--- src/fpe_cfg.svh ---
`ifndef FPE_CFG_SVH
`define FPE_CFG_SVH

// Register indices; byte address is four times the index
`define FPE_IDX_CTRL   16'hf8c0
`define FPE_IDX_STAT   16'hf8c2
`define FPE_IDX_ISTAT  16'hf8e0
`define FPE_IDX_IMASK  16'hf8e1

// Control bit positions
`define FPE_CTRL_PIRQ  4
`define FPE_CTRL_PROG  5
`define FPE_CTRL_PAGE  6
`define FPE_CTRL_SECT  7
`define FPE_CTRL_VDIS  8
`define FPE_CTRL_MASK  16'h01f0
`define FPE_CTRL_RST   16'h0000

// Status bit positions
`define FPE_STAT_ERASE 0
`define FPE_STAT_PROGE 1
`define FPE_STAT_BUSY  2
`define FPE_STAT_FULL  3
`define FPE_STAT_LOSS  4
`define FPE_STAT_RST   8'h00

// Interrupt status and mask bit positions
`define FPE_IRQ_DONE   0
`define FPE_IRQ_ERR    1
`define FPE_IRQ_LOSS   2
`define FPE_IRQ_ROOM   3
`define FPE_IRQ_W      4
`define FPE_IMASK_RST  4'h0

// Double buffer depth
`define FPE_BUF_DEPTH  2

`endif

--- src/fpe_pkg.sv ---
package fpe_pkg;

  typedef enum logic [1:0] {
    FPE_OP_NONE = 2'h0,
    FPE_OP_PROG = 2'h1,
    FPE_OP_PAGE = 2'h2,
    FPE_OP_SECT = 2'h3
  } fpe_op_t;

  typedef enum logic [2:0] {
    FPE_ST_IDLE = 3'h1,
    FPE_ST_OP   = 3'h2,
    FPE_ST_VFY  = 3'h4
  } fpe_state_t;

endpackage

--- src/fpe_buf_if.sv ---
`timescale 1ns/100ps
interface fpe_buf_if #(
  parameter int W = 8
);
  logic         push_valid;
  logic         push_ready;
  logic [W-1:0] push_data;
  logic         pop_valid;
  logic         pop_ready;
  logic [W-1:0] pop_data;
  logic         full;
  logic         empty;

  modport user  (output push_valid, push_data, pop_ready,
                 input  push_ready, pop_valid, pop_data, full, empty);
  modport store (input  push_valid, push_data, pop_ready,
                 output push_ready, pop_valid, pop_data, full, empty);
endinterface

--- src/fpe_w1c.sv ---
`timescale 1ns/100ps
module fpe_w1c #(
  parameter int W = 1
) (
  // Clock and reset
  input  wire logic         pclk,
  input  wire logic         presetn,
  // Set and clear vectors
  input  wire logic [W-1:0] set,
  input  wire logic [W-1:0] clr,
  // Sticky flags
  output logic      [W-1:0] flags
);
  initial
  begin
    if (W < 1)
      $error("fpe_w1c: W must be at least 1");
  end

  // Set wins over a clear in the same cycle
  always_ff @(posedge pclk or negedge presetn)
  begin
    if (!presetn)
      flags <= '0;
    else
      flags <= (flags & ~clr) | set;
  end
endmodule

--- src/fpe_dbuf.sv ---
`timescale 1ns/100ps
module fpe_dbuf #(
  parameter int W     = 8,
  parameter int DEPTH = 2
) (
  // Clock and reset
  input  wire logic pclk,
  input  wire logic presetn,
  // Buffer port
  fpe_buf_if.store  b
);
  localparam int PW = (DEPTH > 1) ? $clog2(DEPTH) : 1;

  initial
  begin
    if (DEPTH < 2 || (DEPTH & (DEPTH - 1)) != 0)
      $error("fpe_dbuf: DEPTH must be a power of two, at least 2");
  end

  logic [W-1:0] mem [DEPTH];
  logic [PW-1:0] wr_ptr_r;
  logic [PW-1:0] rd_ptr_r;
  logic [PW:0]   count_r;
  logic          do_push;
  logic          do_pop;

  assign b.full       = (count_r == (PW+1)'(DEPTH));
  assign b.empty      = (count_r == '0);
  assign b.push_ready = !b.full;
  assign b.pop_valid  = !b.empty;
  assign b.pop_data   = mem[rd_ptr_r];
  assign do_push      = b.push_valid && b.push_ready;
  assign do_pop       = b.pop_valid && b.pop_ready;

  always_ff @(posedge pclk)
  begin
    if (do_push)
      mem[wr_ptr_r] <= b.push_data;
  end

  always_ff @(posedge pclk or negedge presetn)
  begin
    if (!presetn)
    begin
      wr_ptr_r <= '0;
      rd_ptr_r <= '0;
      count_r  <= '0;
    end
    else
    begin
      if (do_push)
        wr_ptr_r <= wr_ptr_r + 1'b1;
      if (do_pop)
        rd_ptr_r <= rd_ptr_r + 1'b1;
      if (do_push && !do_pop)
        count_r <= count_r + 1'b1;
      else if (do_pop && !do_push)
        count_r <= count_r - 1'b1;
    end
  end
endmodule

--- src/fpe_ctrl.sv ---
// The APB slave port is this design's own decision.
`timescale 1ns/100ps
`include "fpe_cfg.svh"
module fpe_ctrl #(
  parameter int AW       = 16,
  parameter int DW       = 16,
  parameter int INFO_BIT = 15
) (
  // Clock and reset
  input  wire logic          pclk,
  input  wire logic          presetn,
  // APB slave
  input  wire logic          psel,
  input  wire logic          penable,
  input  wire logic          pwrite,
  input  wire logic [17:0]   paddr,
  input  wire logic [31:0]   pwdata,
  input  wire logic [3:0]    pstrb,
  output logic      [31:0]   prdata,
  output logic               pready,
  output logic               pslverr,
  // Core writes into the flash array
  input  wire logic          core_wr_valid,
  input  wire logic [AW-1:0] core_wr_addr,
  input  wire logic [DW-1:0] core_wr_data,
  // Other requester
  input  wire logic          host_req,
  input  wire logic [1:0]    host_op,
  input  wire logic [AW-1:0] host_addr,
  input  wire logic [DW-1:0] host_data,
  output logic               host_ack,
  output logic               host_fail,
  // Flash macro
  input  wire logic          clocks_ready,
  output logic               fm_start,
  output logic      [1:0]    fm_op,
  output logic               fm_verify,
  output logic      [AW-1:0] fm_addr,
  output logic      [DW-1:0] fm_data,
  input  wire logic          fm_done,
  input  wire logic          fm_fail,
  // Interrupts
  output logic               prog_irq_req,
  output logic               irq
);
  localparam int BW = 3 + AW + DW;

  initial
  begin
    if (AW < 2 || DW < 1 || DW > 16)
      $error("fpe_ctrl: AW must be at least 2 and DW within 1..16");
    if (INFO_BIT < 0 || INFO_BIT >= AW)
      $error("fpe_ctrl: INFO_BIT must lie inside the address");
  end

  fpe_buf_if #(.W(BW)) bq ();

  fpe_dbuf #(
    .W     (BW),
    .DEPTH (`FPE_BUF_DEPTH)
  ) u_dbuf (
    .pclk    (pclk),
    .presetn (presetn),
    .b       (bq.store)
  );

  logic [15:0]           ctrl_r;
  logic [`FPE_IRQ_W-1:0] imask_r;
  logic [31:0]           prdata_r;
  logic                  slverr_r;
  logic                  full_q_r;
  fpe_pkg::fpe_state_t   state_r;
  fpe_pkg::fpe_op_t      cur_op_r;
  logic [AW-1:0]         cur_addr_r;
  logic                  cur_vfy_r;
  logic                  cur_core_r;
  logic                  second_r;
  logic                  fail_acc_r;

  logic                  bus_wr;
  logic                  bus_setup;
  logic                  sel_ctrl;
  logic                  sel_stat;
  logic                  sel_istat;
  logic                  sel_imask;
  logic                  hit;
  fpe_pkg::fpe_op_t      core_op;
  logic                  busy;
  logic [7:0]            stat_word;
  logic [2:0]            err_flags;
  logic [2:0]            err_set;
  logic [2:0]            err_clr;
  logic [`FPE_IRQ_W-1:0] istat;
  logic [`FPE_IRQ_W-1:0] ievt;
  logic [`FPE_IRQ_W-1:0] iclr;
  logic                  take_buf;
  logic                  take_host;
  logic                  go_vfy;
  logic                  op_end;
  logic                  fin;
  logic                  again;
  logic                  err_now;
  logic                  loss_evt;
  logic                  entry_vdis;
  fpe_pkg::fpe_op_t      entry_op;
  logic [AW-1:0]         entry_addr;
  logic [DW-1:0]         entry_data;

  // APB decode, zero wait states
  assign bus_wr    = psel && penable && pwrite;
  assign bus_setup = psel && !penable;
  assign sel_ctrl  = (paddr[17:2] == `FPE_IDX_CTRL);
  assign sel_stat  = (paddr[17:2] == `FPE_IDX_STAT);
  assign sel_istat = (paddr[17:2] == `FPE_IDX_ISTAT);
  assign sel_imask = (paddr[17:2] == `FPE_IDX_IMASK);
  assign hit       = sel_ctrl || sel_stat || sel_istat || sel_imask;
  assign pready    = 1'b1;
  assign pslverr   = psel && penable && slverr_r;
  assign prdata    = prdata_r;

  // Mode decode; an ambiguous mix of bits selects nothing
  always_comb
  begin
    core_op = fpe_pkg::FPE_OP_NONE;
    if (ctrl_r[`FPE_CTRL_PROG] && !ctrl_r[`FPE_CTRL_PAGE] && !ctrl_r[`FPE_CTRL_SECT])
      core_op = fpe_pkg::FPE_OP_PROG;
    else if (ctrl_r[`FPE_CTRL_PAGE] && !ctrl_r[`FPE_CTRL_PROG]
             && !ctrl_r[`FPE_CTRL_SECT])
      core_op = fpe_pkg::FPE_OP_PAGE;
    else if (ctrl_r[`FPE_CTRL_SECT] && !ctrl_r[`FPE_CTRL_PROG]
             && !ctrl_r[`FPE_CTRL_PAGE])
      core_op = fpe_pkg::FPE_OP_SECT;
  end

  // Mode and verify choice are frozen per entry at write time
  assign bq.push_valid = core_wr_valid && (core_op != fpe_pkg::FPE_OP_NONE);
  assign bq.push_data  = {ctrl_r[`FPE_CTRL_VDIS], core_op, core_wr_addr, core_wr_data};
  assign loss_evt      = core_wr_valid && bq.full;
  assign entry_vdis    = bq.pop_data[BW-1];
  assign entry_op      = fpe_pkg::fpe_op_t'(bq.pop_data[BW-2:BW-3]);
  assign entry_addr    = bq.pop_data[AW+DW-1:DW];
  assign entry_data    = bq.pop_data[DW-1:0];

  // Core buffer has priority over the other requester
  assign take_buf     = (state_r == fpe_pkg::FPE_ST_IDLE) && clocks_ready && bq.pop_valid;
  // A pending answer blocks a second take of the same request
  assign take_host    = (state_r == fpe_pkg::FPE_ST_IDLE) && clocks_ready
                        && !bq.pop_valid && host_req && !host_ack;
  assign bq.pop_ready = take_buf;
  assign go_vfy       = (state_r == fpe_pkg::FPE_ST_OP) && fm_done && cur_vfy_r;
  assign op_end       = fm_done && (((state_r == fpe_pkg::FPE_ST_OP) && !cur_vfy_r)
                        || (state_r == fpe_pkg::FPE_ST_VFY));
  assign again        = op_end && second_r;
  assign fin          = op_end && !second_r;
  assign err_now      = fail_acc_r || fm_fail;

  assign busy = !clocks_ready || (state_r != fpe_pkg::FPE_ST_IDLE) || !bq.empty;

  // Errors only from core operations, raised as an operation ends; loss raised on a core write while full
  assign err_set[0] = fin && cur_core_r && err_now
                      && (cur_op_r != fpe_pkg::FPE_OP_PROG);
  assign err_set[1] = fin && cur_core_r && err_now
                      && (cur_op_r == fpe_pkg::FPE_OP_PROG);
  assign err_set[2] = loss_evt;
  assign err_clr[0] = bus_wr && sel_stat && pstrb[0] && pwdata[`FPE_STAT_ERASE];
  assign err_clr[1] = bus_wr && sel_stat && pstrb[0] && pwdata[`FPE_STAT_PROGE];
  assign err_clr[2] = bus_wr && sel_stat && pstrb[0] && pwdata[`FPE_STAT_LOSS];

  fpe_w1c #(.W(3)) u_err (
    .pclk    (pclk),
    .presetn (presetn),
    .set     (err_set),
    .clr     (err_clr),
    .flags   (err_flags)
  );

  always_comb
  begin
    stat_word                  = `FPE_STAT_RST;
    stat_word[`FPE_STAT_ERASE] = err_flags[0];
    stat_word[`FPE_STAT_PROGE] = err_flags[1];
    stat_word[`FPE_STAT_BUSY]  = busy;
    stat_word[`FPE_STAT_FULL]  = bq.full;
    stat_word[`FPE_STAT_LOSS]  = err_flags[2];
  end

  // Interrupt events
  assign ievt[`FPE_IRQ_DONE] = fin && cur_core_r;
  assign ievt[`FPE_IRQ_ERR]  = err_set[0] || err_set[1];
  assign ievt[`FPE_IRQ_LOSS] = loss_evt;
  assign ievt[`FPE_IRQ_ROOM] = full_q_r && !bq.full;
  assign iclr                = (bus_wr && sel_istat && pstrb[0])
                               ? pwdata[`FPE_IRQ_W-1:0] : '0;

  fpe_w1c #(.W(`FPE_IRQ_W)) u_irq (
    .pclk    (pclk),
    .presetn (presetn),
    .set     (ievt),
    .clr     (iclr),
    .flags   (istat)
  );

  assign irq          = |(istat & imask_r);
  assign prog_irq_req = ctrl_r[`FPE_CTRL_PIRQ] && !bq.full;

  // Control register; software keeps erase bits steady while busy
  always_ff @(posedge pclk or negedge presetn)
  begin
    if (!presetn)
      ctrl_r <= `FPE_CTRL_RST;
    else if (bus_wr && sel_ctrl)
    begin
      if (pstrb[0])
        ctrl_r[7:0] <= pwdata[7:0] & 8'(`FPE_CTRL_MASK);
      if (pstrb[1])
        ctrl_r[15:8] <= pwdata[15:8] & 8'(`FPE_CTRL_MASK >> 8);
    end
  end

  always_ff @(posedge pclk or negedge presetn)
  begin
    if (!presetn)
      imask_r <= `FPE_IMASK_RST;
    else if (bus_wr && sel_imask && pstrb[0])
      imask_r <= pwdata[`FPE_IRQ_W-1:0];
  end

  always_ff @(posedge pclk or negedge presetn)
  begin
    if (!presetn)
      full_q_r <= 1'b0;
    else
      full_q_r <= bq.full;
  end

  // Read data and error are captured in the setup phase
  always_ff @(posedge pclk or negedge presetn)
  begin
    if (!presetn)
    begin
      prdata_r <= 32'h0000_0000;
      slverr_r <= 1'b0;
    end
    else if (bus_setup)
    begin
      slverr_r <= !hit;
      prdata_r <= 32'h0000_0000;
      if (sel_ctrl)
        prdata_r[15:0] <= ctrl_r;
      else if (sel_stat)
        prdata_r[7:0] <= stat_word;
      else if (sel_istat)
        prdata_r[`FPE_IRQ_W-1:0] <= istat;
      else if (sel_imask)
        prdata_r[`FPE_IRQ_W-1:0] <= imask_r;
    end
  end

  // Sequencer state
  always_ff @(posedge pclk or negedge presetn)
  begin
    if (!presetn)
      state_r <= fpe_pkg::FPE_ST_IDLE;
    else
    begin
      case (state_r)
        fpe_pkg::FPE_ST_IDLE:
        begin
          if (take_buf || take_host)
            state_r <= fpe_pkg::FPE_ST_OP;
        end
        fpe_pkg::FPE_ST_OP:
        begin
          if (go_vfy)
            state_r <= fpe_pkg::FPE_ST_VFY;
          else if (fin)
            state_r <= fpe_pkg::FPE_ST_IDLE;
        end
        fpe_pkg::FPE_ST_VFY:
        begin
          if (again)
            state_r <= fpe_pkg::FPE_ST_OP;
          else if (fin)
            state_r <= fpe_pkg::FPE_ST_IDLE;
        end
        default:
          state_r <= fpe_pkg::FPE_ST_IDLE;
      endcase
    end
  end

  // Operation context
  always_ff @(posedge pclk or negedge presetn)
  begin
    if (!presetn)
    begin
      cur_op_r   <= fpe_pkg::FPE_OP_NONE;
      cur_addr_r <= '0;
      cur_vfy_r  <= 1'b0;
      cur_core_r <= 1'b0;
      second_r   <= 1'b0;
      fail_acc_r <= 1'b0;
    end
    else if (take_buf)
    begin
      cur_op_r   <= entry_op;
      cur_addr_r <= entry_addr;
      cur_vfy_r  <= !entry_vdis;
      cur_core_r <= 1'b1;
      second_r   <= (entry_op == fpe_pkg::FPE_OP_SECT) && entry_addr[INFO_BIT];
      fail_acc_r <= 1'b0;
    end
    else if (take_host)
    begin
      cur_op_r   <= fpe_pkg::fpe_op_t'(host_op);
      cur_addr_r <= host_addr;
      cur_vfy_r  <= 1'b1;
      cur_core_r <= 1'b0;
      second_r   <= 1'b0;
      fail_acc_r <= 1'b0;
    end
    else
    begin
      if (go_vfy)
        fail_acc_r <= fail_acc_r || fm_fail;
      if (again)
      begin
        second_r          <= 1'b0;
        fail_acc_r        <= err_now;
        cur_addr_r[INFO_BIT] <= 1'b0;
      end
    end
  end

  // Flash macro command, one start pulse per pass
  always_ff @(posedge pclk or negedge presetn)
  begin
    if (!presetn)
    begin
      fm_start  <= 1'b0;
      fm_op     <= 2'h0;
      fm_verify <= 1'b0;
      fm_addr   <= '0;
      fm_data   <= '0;
    end
    else
    begin
      fm_start <= take_buf || take_host || go_vfy || again;
      if (take_buf)
      begin
        fm_op     <= entry_op;
        fm_verify <= 1'b0;
        fm_addr   <= entry_addr;
        fm_data   <= entry_data;
      end
      else if (take_host)
      begin
        fm_op     <= host_op;
        fm_verify <= 1'b0;
        fm_addr   <= host_addr;
        fm_data   <= host_data;
      end
      else if (go_vfy)
        fm_verify <= 1'b1;
      else if (again)
      begin
        fm_verify         <= 1'b0;
        fm_addr           <= cur_addr_r;
        fm_addr[INFO_BIT] <= 1'b0;
      end
    end
  end

  // Other requester answer
  always_ff @(posedge pclk or negedge presetn)
  begin
    if (!presetn)
    begin
      host_ack  <= 1'b0;
      host_fail <= 1'b0;
    end
    else
    begin
      host_ack  <= fin && !cur_core_r;
      host_fail <= fin && !cur_core_r && err_now;
    end
  end
endmodule

--- config.mk ---
export PLATFORM = sky130hd
export DESIGN_NAME = fpe_ctrl
export DESIGN_NICKNAME = d
export VERILOG_FILES = /design/src/fpe_pkg.sv /design/src/fpe_buf_if.sv /design/src/fpe_w1c.sv /design/src/fpe_dbuf.sv /design/src/fpe_ctrl.sv
export VERILOG_INCLUDE_DIRS = /design/src /design/src/src
export SDC_FILE = /design/constraint.sdc
export NUM_CORES = 1
export LEC_CHECK = 0
export ABC_AREA = 1
export ABC_CLOCK_PERIOD_IN_PS = 4350
export BUFFER_PORTS_ARGS = -buffer_cell sky130_fd_sc_hd__buf_4
export CAP_MARGIN = 20
export CORE_MARGIN = 10
export CORE_UTILIZATION = 56
export DETAILED_ROUTE_END_ITERATION = 6
export PLACE_DENSITY = 0.89
export RECOVER_POWER = 50
export SLEW_MARGIN = 20
export SYNTH_ARGS = -nofsm -noshare
export SYNTH_HDL_FRONTEND = slang
export SYNTH_SLANG_ARGS = --single-unit
--- constraint.sdc ---
create_clock -name pclk -period 4.35 [get_ports pclk]
set_input_delay 0 -clock pclk [delete_from_list [all_inputs] [get_ports pclk]]
set_output_delay 0 -clock pclk [all_outputs]
set_load 0.05 [all_outputs]
==> results of run 1 <==
[cell type report]
cell class                 count  area, sq um  area share, %
inverter                      42          158           1.69
sequential                   161         4380           46.9
clock inverter                13          144           1.54
multi-input combinational    501         2200           23.6
clock buffer                  19          433           4.64
tap                          168          210           2.25
timing repair buffer         240         1810           19.4
[cell families (layout without fill, tap and decap cells)]
logic type | count (synthesis) | count (layout) | share of synthesized area (%)
buf+inv | 92 | 314 | 6.69
flops | 161 | 161 | 63.2
simple gates | 403 | 403 | 24.2
fa+ha+maj | 1 | 1 | 0.180
xor+xnor | 3 | 3 | 0.379
compound gates | 70 | 70 | 5.29
other cells | 2 | 24 | 0.108
[worst max path at each step]
stage / end / startpoint / slack [ps] / cells past startpoint
detailed placement: fm_data[8] / state_r[0] / 2140 / 5
floorplan: u_dbuf.mem[1][0] / u_dbuf.count_r[1] / 1670 / 5
finish: fm_op[0] / presetn / 1690 / 3
global placement: fm_data[13] / state_r[0] / 2190 / 5
CTS: u_dbuf.mem[1][3] / u_dbuf.count_r[1] / 2120 / 5
global route: fm_op[1] / presetn / 1190 / 3
[placed cells by master (no fill, tap or decap), types with 24 or more instances in the layout]
cell type / instances
sky130_fd_sc_hd__inv_1: 40
sky130_fd_sc_hd__nand3_1: 84
sky130_fd_sc_hd__dlygate4sd3_1: 83
sky130_fd_sc_hd__buf_4: 73
sky130_fd_sc_hd__conb_1: 24
sky130_fd_sc_hd__dfrtp_1: 90
sky130_fd_sc_hd__nand2_1: 235
sky130_fd_sc_hd__clkbuf_4: 25
sky130_fd_sc_hd__edfxtp_1: 70
sky130_fd_sc_hd__o21ai_0: 59
sky130_fd_sc_hd__nor2_1: 64
sky130_fd_sc_hd__clkbuf_1: 60
[stage by stage]
step / std cells / total power [uW] / setup WS, ps
6_report: 1144 / 5460 / 1690
3_3_place_gp: 1028 / 3870 / 2190
4_1_cts: 1143 / 5450 / 2120
3_5_place_dp: 1028 / 3930 / 2140
5_1_grt: 1144 / 5690 / 1190
2_1_floorplan: 754 / 3360 / 1670
[flip-flops by register name, summed over array words and instances (netlist names)]
signal and cells:
fm_start 1, fail_acc_r 1, host_fail 1, cur_addr_r 15, u_dbuf.mem 70, second_r 1, fm_verify 1, u_irq.flags 4
state_r 3, slverr_r 1, fm_addr 16, u_dbuf.count_r 2, host_ack 1, u_dbuf.rd_ptr_r 1, cur_vfy_r 1, prdata 9
cur_core_r 1, imask_r 4, u_err.flags 3, fm_op 2, ctrl_r 5, u_dbuf.wr_ptr_r 1, fm_data 16, full_q_r 1
[layer usage]
metal | track usage, % | share of wire (%) | vias to the layer above
li1 | - | - | 2814
met1 | 27.1 | 36 | 2914
met2 | 40.7 | 51 | 387
met3 | 8.04 | 9.8 | 64
met4 | 9.89 | 3.3 | 0
met5 | 0 | 0 | -
[power groups by stage]
stage	logic, uW	registers [uW]	clock network [uW]
4_1_cts	1960	2030	1470
5_1_grt	2060	2070	1560
6_report	1920	2050	1490
3_5_place_dp	1880	2050	0
2_1_floorplan	810	2550	0
3_3_place_gp	1840	2040	0
[worst max-delay path: cells and delay by family]
kind / cells / cell delay [ps]
buffers and inverters: 3 / 3140
==> results, run 1 <==
- The number of buffers on the longest clock path is 2.
- The site row count is 40.
- The highest fanout seen on the critical path is 46.
- The worst setup path is captured at an async pin.
- The count of nets left with antenna violations once routing finished came out at 0.
- The maximum number of pins on one net before global-route repair is 69.
- STA classifies the critical path startpoint as a primary input.
- 0 antenna diodes ended up in the layout.
- The net switching power of the design is 2230 uW.
- The sequential share of power is 37.5%.
- CTS placed an instance of sky130_fd_sc_hd__clkbuf_16 at the clock tree root.
- The kind of critical path is in2async.
- Setup violations remaining at the end of the flow were counted as 0.
- The Yosys step of the flow raised 0 warnings.
- The number of setup buffers added after CTS is 0.
- The count of pins over their slew limit is 47.
- The setup slack of the most critical reg-to-reg path is 2020 ps.
- The number of input and output port buffers inserted is 152.
- The checks that failed: max-capacitance violations, max-slew violations.
- The fraction of layout cells with a size suffix above 1 is 14.0%.
- The portion of total power attributed to combinational logic is 35.2%.
- The first-pass iteration count of the detailed router is 6.
- The initial detailed-routing violation count is 792.
- The worst hold path was traced through 5 stages.
- The endpoint of the worst-slack reg-to-reg timing path is fm_data[0].
- The initial utilization of the core area, before any placement, comes to 57.5%.
- In this run the critical register-to-register path is launched from state_r[0].
- The worst hold path terminates at prdata[3].
- For this run, the top clock speed supported by timing is 375 MHz.
- The I/O pin count is 204.
- The synthesized cell area is 0.00694 sq mm.
- The total count of hold-check failures in the final report is 0.
- On the final layout, the worst hold slack is 14.5 ps.
- The class of the most critical hold timing path is in2reg.
- Detailed routing inserted a total of 6179 vias.
- The prevailing post-synth register cell is sky130_fd_sc_hd__dfrtp_1.
- After global routing the overflow that remains totals 0.
- For this block, the routed nets add up to 21400 microns of wire.
- Synthesis inferred 161 register bits.
- The clock sink count is 161.
- The unique cell type count in the Yosys netlist is 29.
- Counting the buffers created by CTS gives 17.
- The clock period minus final worst setup slack is 2660 ps.
- The run finished, with violations left.
- The most common cell in the synthesized netlist is sky130_fd_sc_hd__nand2_1.
- The final weighted congestion in routability-driven placement is 0.877.
- VDD sags by at most 0.000283 V.
- Across the run, the number of max-cap violations was 1.
- The data arrival time of the critical path is 3180 ps.
- The signal on the critical path passes through dlygate4sd3_1 > clkbuf_1 > buf_4.
- Setup repair after global routing left no endpoint under its margin.
- The number of fillers in the final layout is 771.
- Across every metal layer, demand over resource in global routing totals 23.9%.
- The cell taking the most area after synthesis is sky130_fd_sc_hd__dfrtp_1.
- The maximum level of the CTS H-tree is 4.
- The height of the chip is 131 microns.
- The HPWL after detailed placement is 12000 microns.
- In this run the tightest slew margin relative to its limit is -75.4%.
- The share of the core filled with cells in the final layout is 77.4%.
- In this run the static leakage power is 0.00429 uW.
- The final instance area is 0.00934 sq mm.
- After layout, the worst path uses 61.3% of the clock period.
- The final layout contains 1094 nets.
- For this run, asynchronously set or reset flops after synthesis account for 56.5%.
- For the worst setup path, the data required time is 4870 ps.
- The share of the yosys chip area belonging to registers is 63.2%.
- The later pin in the worst-skew pair is clocked with a latency of 430 ps.
- The total internal power is 3220 uW.
- Using the TritonRoute via totals, the vias-per-cell ratio works out to 5.40.
- The switching portion of total power is 40.9%.
- The number of enable-type register cells in the synthesized netlist is 70.
- The layout overhead on the synthesized area is 34.6%.
- The clock tree from TritonCTS is done.
- The accumulated negative setup slack is 0 ps.
- The power density over the cells is 584 mW/mm^2.
- The number of global-route vias before repair was 6422.
- The clock transition at the registers of the reported paths is 60 ps.
- The clock skew is 9.69 ps.
- The slowest stage of the critical path is the sky130_fd_sc_hd__clkbuf_1 cell.
- The slew at the pin with the worst max-slew slack is 2630 ps.
- Synthesis produced 732 cells.
- The post-route DRC violation count is 0.
- In this run, post-CTS hold repair placed 83 buffers.
- The instance area at placement is 0.00812 sq mm.
- Measured in cells, the most critical reg-to-reg path has a length of 5.
- In this run the standard cell core region covers 0.0121 sq mm.
- The number of cells upsized or downsized after cts is 0.
- By area the synthesized netlist is led by sky130_fd_sc_hd__dfrtp_1 (32%), sky130_fd_sc_hd__edfxtp_1 (30%), sky130_fd_sc_hd__nand2_1 (13%), sky130_fd_sc_hd__nand3_1 (6.1%), sky130_fd_sc_hd__o21ai_0 (4.3%).
- The per-instance average area after synthesis is 9.47 sq um.
- The share of total power dissipated in the clock network is 27.3%.
- The initial antenna violation count is 0.
- Ranked by instance count, the synthesized netlist is headed by sky130_fd_sc_hd__nand2_1 (235), sky130_fd_sc_hd__dfrtp_1 (90), sky130_fd_sc_hd__nand3_1 (84).
- The area of the die is 0.0172 sq mm.
- The first global-routing pass estimated 33300 microns of wire.
- In the final routed layout, each cell accounts on average for 18.7 microns.
- In this run the most critical hold path is launched from psel.
- On the worst path, the slowest cell contributes a delay of 1860 ps.
- The share of synthesized area in the top cell type comes to 32.5%.
- The die outline width is 131 microns.
(Power assumes the default switching activity.)
==> run 2: changes to the inputs <==
Settings changed: ABC_CLOCK_PERIOD_IN_PS 4350 to 2390, CORE_UTILIZATION 56 to 47, PLACE_DENSITY 0.89 to 0.8.
Clock period 4.35 ns to 2.39 ns, I/O delays scaled along.
==> results, run 2 (synthesized netlist as in run 1, its figures left out) <==
- The root buffer selected by CTS was sky130_fd_sc_hd__clkbuf_16 (unchanged).
- The number of input and output port buffers inserted is 152 (unchanged).
- The most common library cell in the layout ignoring fill and taps is sky130_fd_sc_hd__nand2_1 (unchanged).
- The initial antenna violation count is 1 (was 0).
- The initial core utilization is 47.9% (was 57.5%).
- The most flop-heavy register is u_dbuf.mem (unchanged).
- Subtracting the final worst setup slack from the clock period gives 1980 ps.
- The number of buffers on the longest clock path is 2 (unchanged).
- The post-route antenna net violation count is 0 (unchanged).
- The hold slack is 17.7 ps (was 14.5 ps).
- The post-route DRC violation count was 0 (unchanged).
- The total congestion overflow came to 0 (unchanged).
- The maximum level of the CTS H-tree is 4 (unchanged).
- The initial detailed-routing violation count came to 387 (was 792).
- The count of pins over their slew limit came to 0 (was 47).
- The clock tree from TritonCTS is done (unchanged).
- The number of endpoints failing setup at the final stage came to 0 (unchanged).
- The total clock buffers created by CTS was 17 (unchanged).
- The clock transition at the registers of the reported paths is 60 ps (about the same).
- The sequential share of power is 37.7% (was 37.5%).
- The half-perimeter wire length after detailed placement came to 12500 microns (was 12000 microns).
- The number of fillers in the final layout is 1125 (was 771).
- The fraction of layout cells with a size suffix above 1 came to 17.7% (was 14.0%).
- The leakage power total is 0.00442 uW (was 0.00429 uW).
- The switching portion of total power is 39.9% (was 40.9%).
- The final net count came to 1103 (was 1094).
- The via density per instance was 5.03 (was 5.40).
- The critical path required time is 2750 ps (was 4870 ps).
- The total routed wirelength is 19000 microns (was 21400 microns).
- The accumulated negative setup slack is 0 ps (unchanged).
- The maximum ir drop on the vdd rail came to 0.000643 V (was 0.000283 V).
- The final weighted congestion in routability-driven placement is 0.889 (was 0.877).
- The slew at the pin with the worst max-slew slack was 1270 ps (was 2630 ps).
- The setup slack of the most critical reg-to-reg path is 420 ps (was 2020 ps).
- The detail-routed net length per standard cell is 16.2 microns (was 18.7 microns).
- The clock network fraction of total power was 26.9% (was 27.3%).
- The class of the most critical hold timing path is in2reg (unchanged).
- The launching element type of the critical path is a primary input (unchanged).
- The global-route usage over all layers is 19.3% (was 23.9%).
- The number of cells upsized or downsized after cts is 0 (unchanged).
- The height of the chip is 141 microns (was 131 microns).
- The die outline width was 141 microns (was 131 microns).
- RSZ-0062 raised after global routing: false (unchanged).
- The power density over the cells came to 1030 mW/mm^2 (was 584 mW/mm^2).
- The kind of critical path is in2reg (was in2async).
- The first-pass iteration count of the detailed router is 6 (unchanged).
- The clock sink count is 161 (unchanged).
- The total count of hold-check failures in the final report came to 0 (unchanged).
- The worst slew margin relative to its limit is 15.4% (was -75.4%).
- Outcome: completed (was complete, but fails checks).
- The sort of element at the end of the critical path was a register (was async pin).
- The count of max-cap constraint violations is 0 (was 1).
- Timing would allow up to 504 MHz.
- The portion of total power attributed to combinational logic is 35.4% (was 35.2%).
- The number of global-route vias before repair came to 6166 (was 6422).
- The clock network latency to the later pin of the worst-skew pair is 430 ps (about the same).
- Of the available clock period, the critical path in the final layout requires 83.0%.
- The total internal power is 5890 uW (was 3220 uW).
- The maximum number of pins on one net before global-route repair is 50 (was 69).
- The clock skew was 11.7 ps (was 9.69 ps).
- Largest registers: u_dbuf.mem (70), fm_addr (16), fm_data (16) (unchanged).
- The global-route wire length before repair was 31200 microns (was 33300 microns).
- Most frequent cells in the layout: sky130_fd_sc_hd__nand2_1 (235), sky130_fd_sc_hd__buf_4 (103), sky130_fd_sc_hd__dfrtp_1 (90) (was sky130_fd_sc_hd__nand2_1 (235), sky130_fd_sc_hd__dfrtp_1 (90), sky130_fd_sc_hd__nand3_1 (84)).
- The site row count came to 44 (was 40).
- The data arrival time of the critical path is 2340 ps (was 3180 ps).
- The layout overhead on the synthesized area was 37.4% (was 34.6%).
- The highest fanout seen on the critical path came to 19 (was 46).
- The area of the die came to 0.0200 sq mm (was 0.0172 sq mm).
- The detailed-route via count came to 5883 (was 6179).
- The number of flip-flops under the largest register name is 70 (unchanged).
- The I/O pin count is 204 (unchanged).
- The placeable core region is 0.0145 sq mm (was 0.0121 sq mm).
- The net switching power of the design is 3910 uW (was 2230 uW).
[run 2: cell types whose count changed in the layout (fill, tap and decap cells not counted)]
cell	before	now
sky130_fd_sc_hd__buf_1	0	1
sky130_fd_sc_hd__buf_12	0	3
sky130_fd_sc_hd__buf_16	1	0
sky130_fd_sc_hd__buf_4	73	103
sky130_fd_sc_hd__bufinv_16	3	2
sky130_fd_sc_hd__clkbuf_1	60	33
sky130_fd_sc_hd__clkbuf_2	0	1
sky130_fd_sc_hd__clkbuf_4	25	27
sky130_fd_sc_hd__clkinv_1	5	3
sky130_fd_sc_hd__clkinv_2	3	2
sky130_fd_sc_hd__clkinvlp_4	2	3
sky130_fd_sc_hd__diode_2	0	1
sky130_fd_sc_hd__inv_6	0	3
[run 2: power groups by stage]
stage	clock network [uW]	registers, uW	logic, uW
after floorplan	0	4640	1470
after global placement	0	3720	3420
after detailed placement	0	3740	3490
after CTS	2670	3690	3620
after global routing	2790	3750	3810
final	2630	3700	3470
[run 2: critical path, stage by stage]
cell and delay [ps]:
sky130_fd_sc_hd__buf_4 110, sky130_fd_sc_hd__nor2_1 90, sky130_fd_sc_hd__nand2_1 90, sky130_fd_sc_hd__nor2_4 370
sky130_fd_sc_hd__nand2_1 250, sky130_fd_sc_hd__nor2_1 180, sky130_fd_sc_hd__nand3_1 90, sky130_fd_sc_hd__dlygate4sd3_1 560
sky130_fd_sc_hd__nand2_1 70, sky130_fd_sc_hd__dlygate4sd3_1 540
[run 2: final timing paths]
path	startpoint	endpoint	cells after the start
setup / recovery	paddr[10]	ctrl_r[8]	10
max in group asynchronous	presetn	u_err.flags[0]	3
hold / removal	paddr[4]	imask_r[3]	6
setup reg to reg	u_dbuf.count_r[0]	u_dbuf.count_r[1]	8
hold reg to reg	cur_addr_r[6]	cur_addr_r[6]	2
min in group asynchronous	presetn	fm_data[1]	2
[run 2: stage by stage]
step                cell area, sq um  instances  power, uW  utilization [%]  worst slack [ps]
finish                          9530       1170       9810             65.8               406
global route                    9530       1170      10400             65.8               197
CTS                             9650       1169       9980             66.7               407
detailed placement              8250       1054       7230             57.0               429
global placement                8250       1054       7140             57.0               472
floorplan                       7020        754       6110                -               274
[run 2: area by class of cell]
| class | instances | area, sq um | area share [%] |
|---|---|---|---|
| multi-input combinational | 501 | 2200 | 23.1 |
| antenna | 1 | 2.50 | 0.0263 |
| sequential | 161 | 4380 | 46.0 |
| clock buffer | 19 | 433 | 4.54 |
| inverter | 42 | 158 | 1.65 |
| clock inverter | 13 | 135 | 1.42 |
| tap | 184 | 230 | 2.42 |
| timing repair buffer | 249 | 1990 | 20.9 |
[run 2: timing repair]
| item | CTS | global route |
|---|---|---|
| setup buffers | 0 | 0 |
| endpoints found under the setup margin | 0 | 0 |
| hold buffers | 83 | 0 |
| endpoints found under the hold margin | 186 | 0 |
[run 2: per-layer routing]
metal	track usage [%]	up-vias	wire, microns
li1	-	2831	-
met1	22.9	2805	7720
met2	32.9	225	9600
met3	5.67	22	1330
met4	6.19	0	304
met5	0	-	0
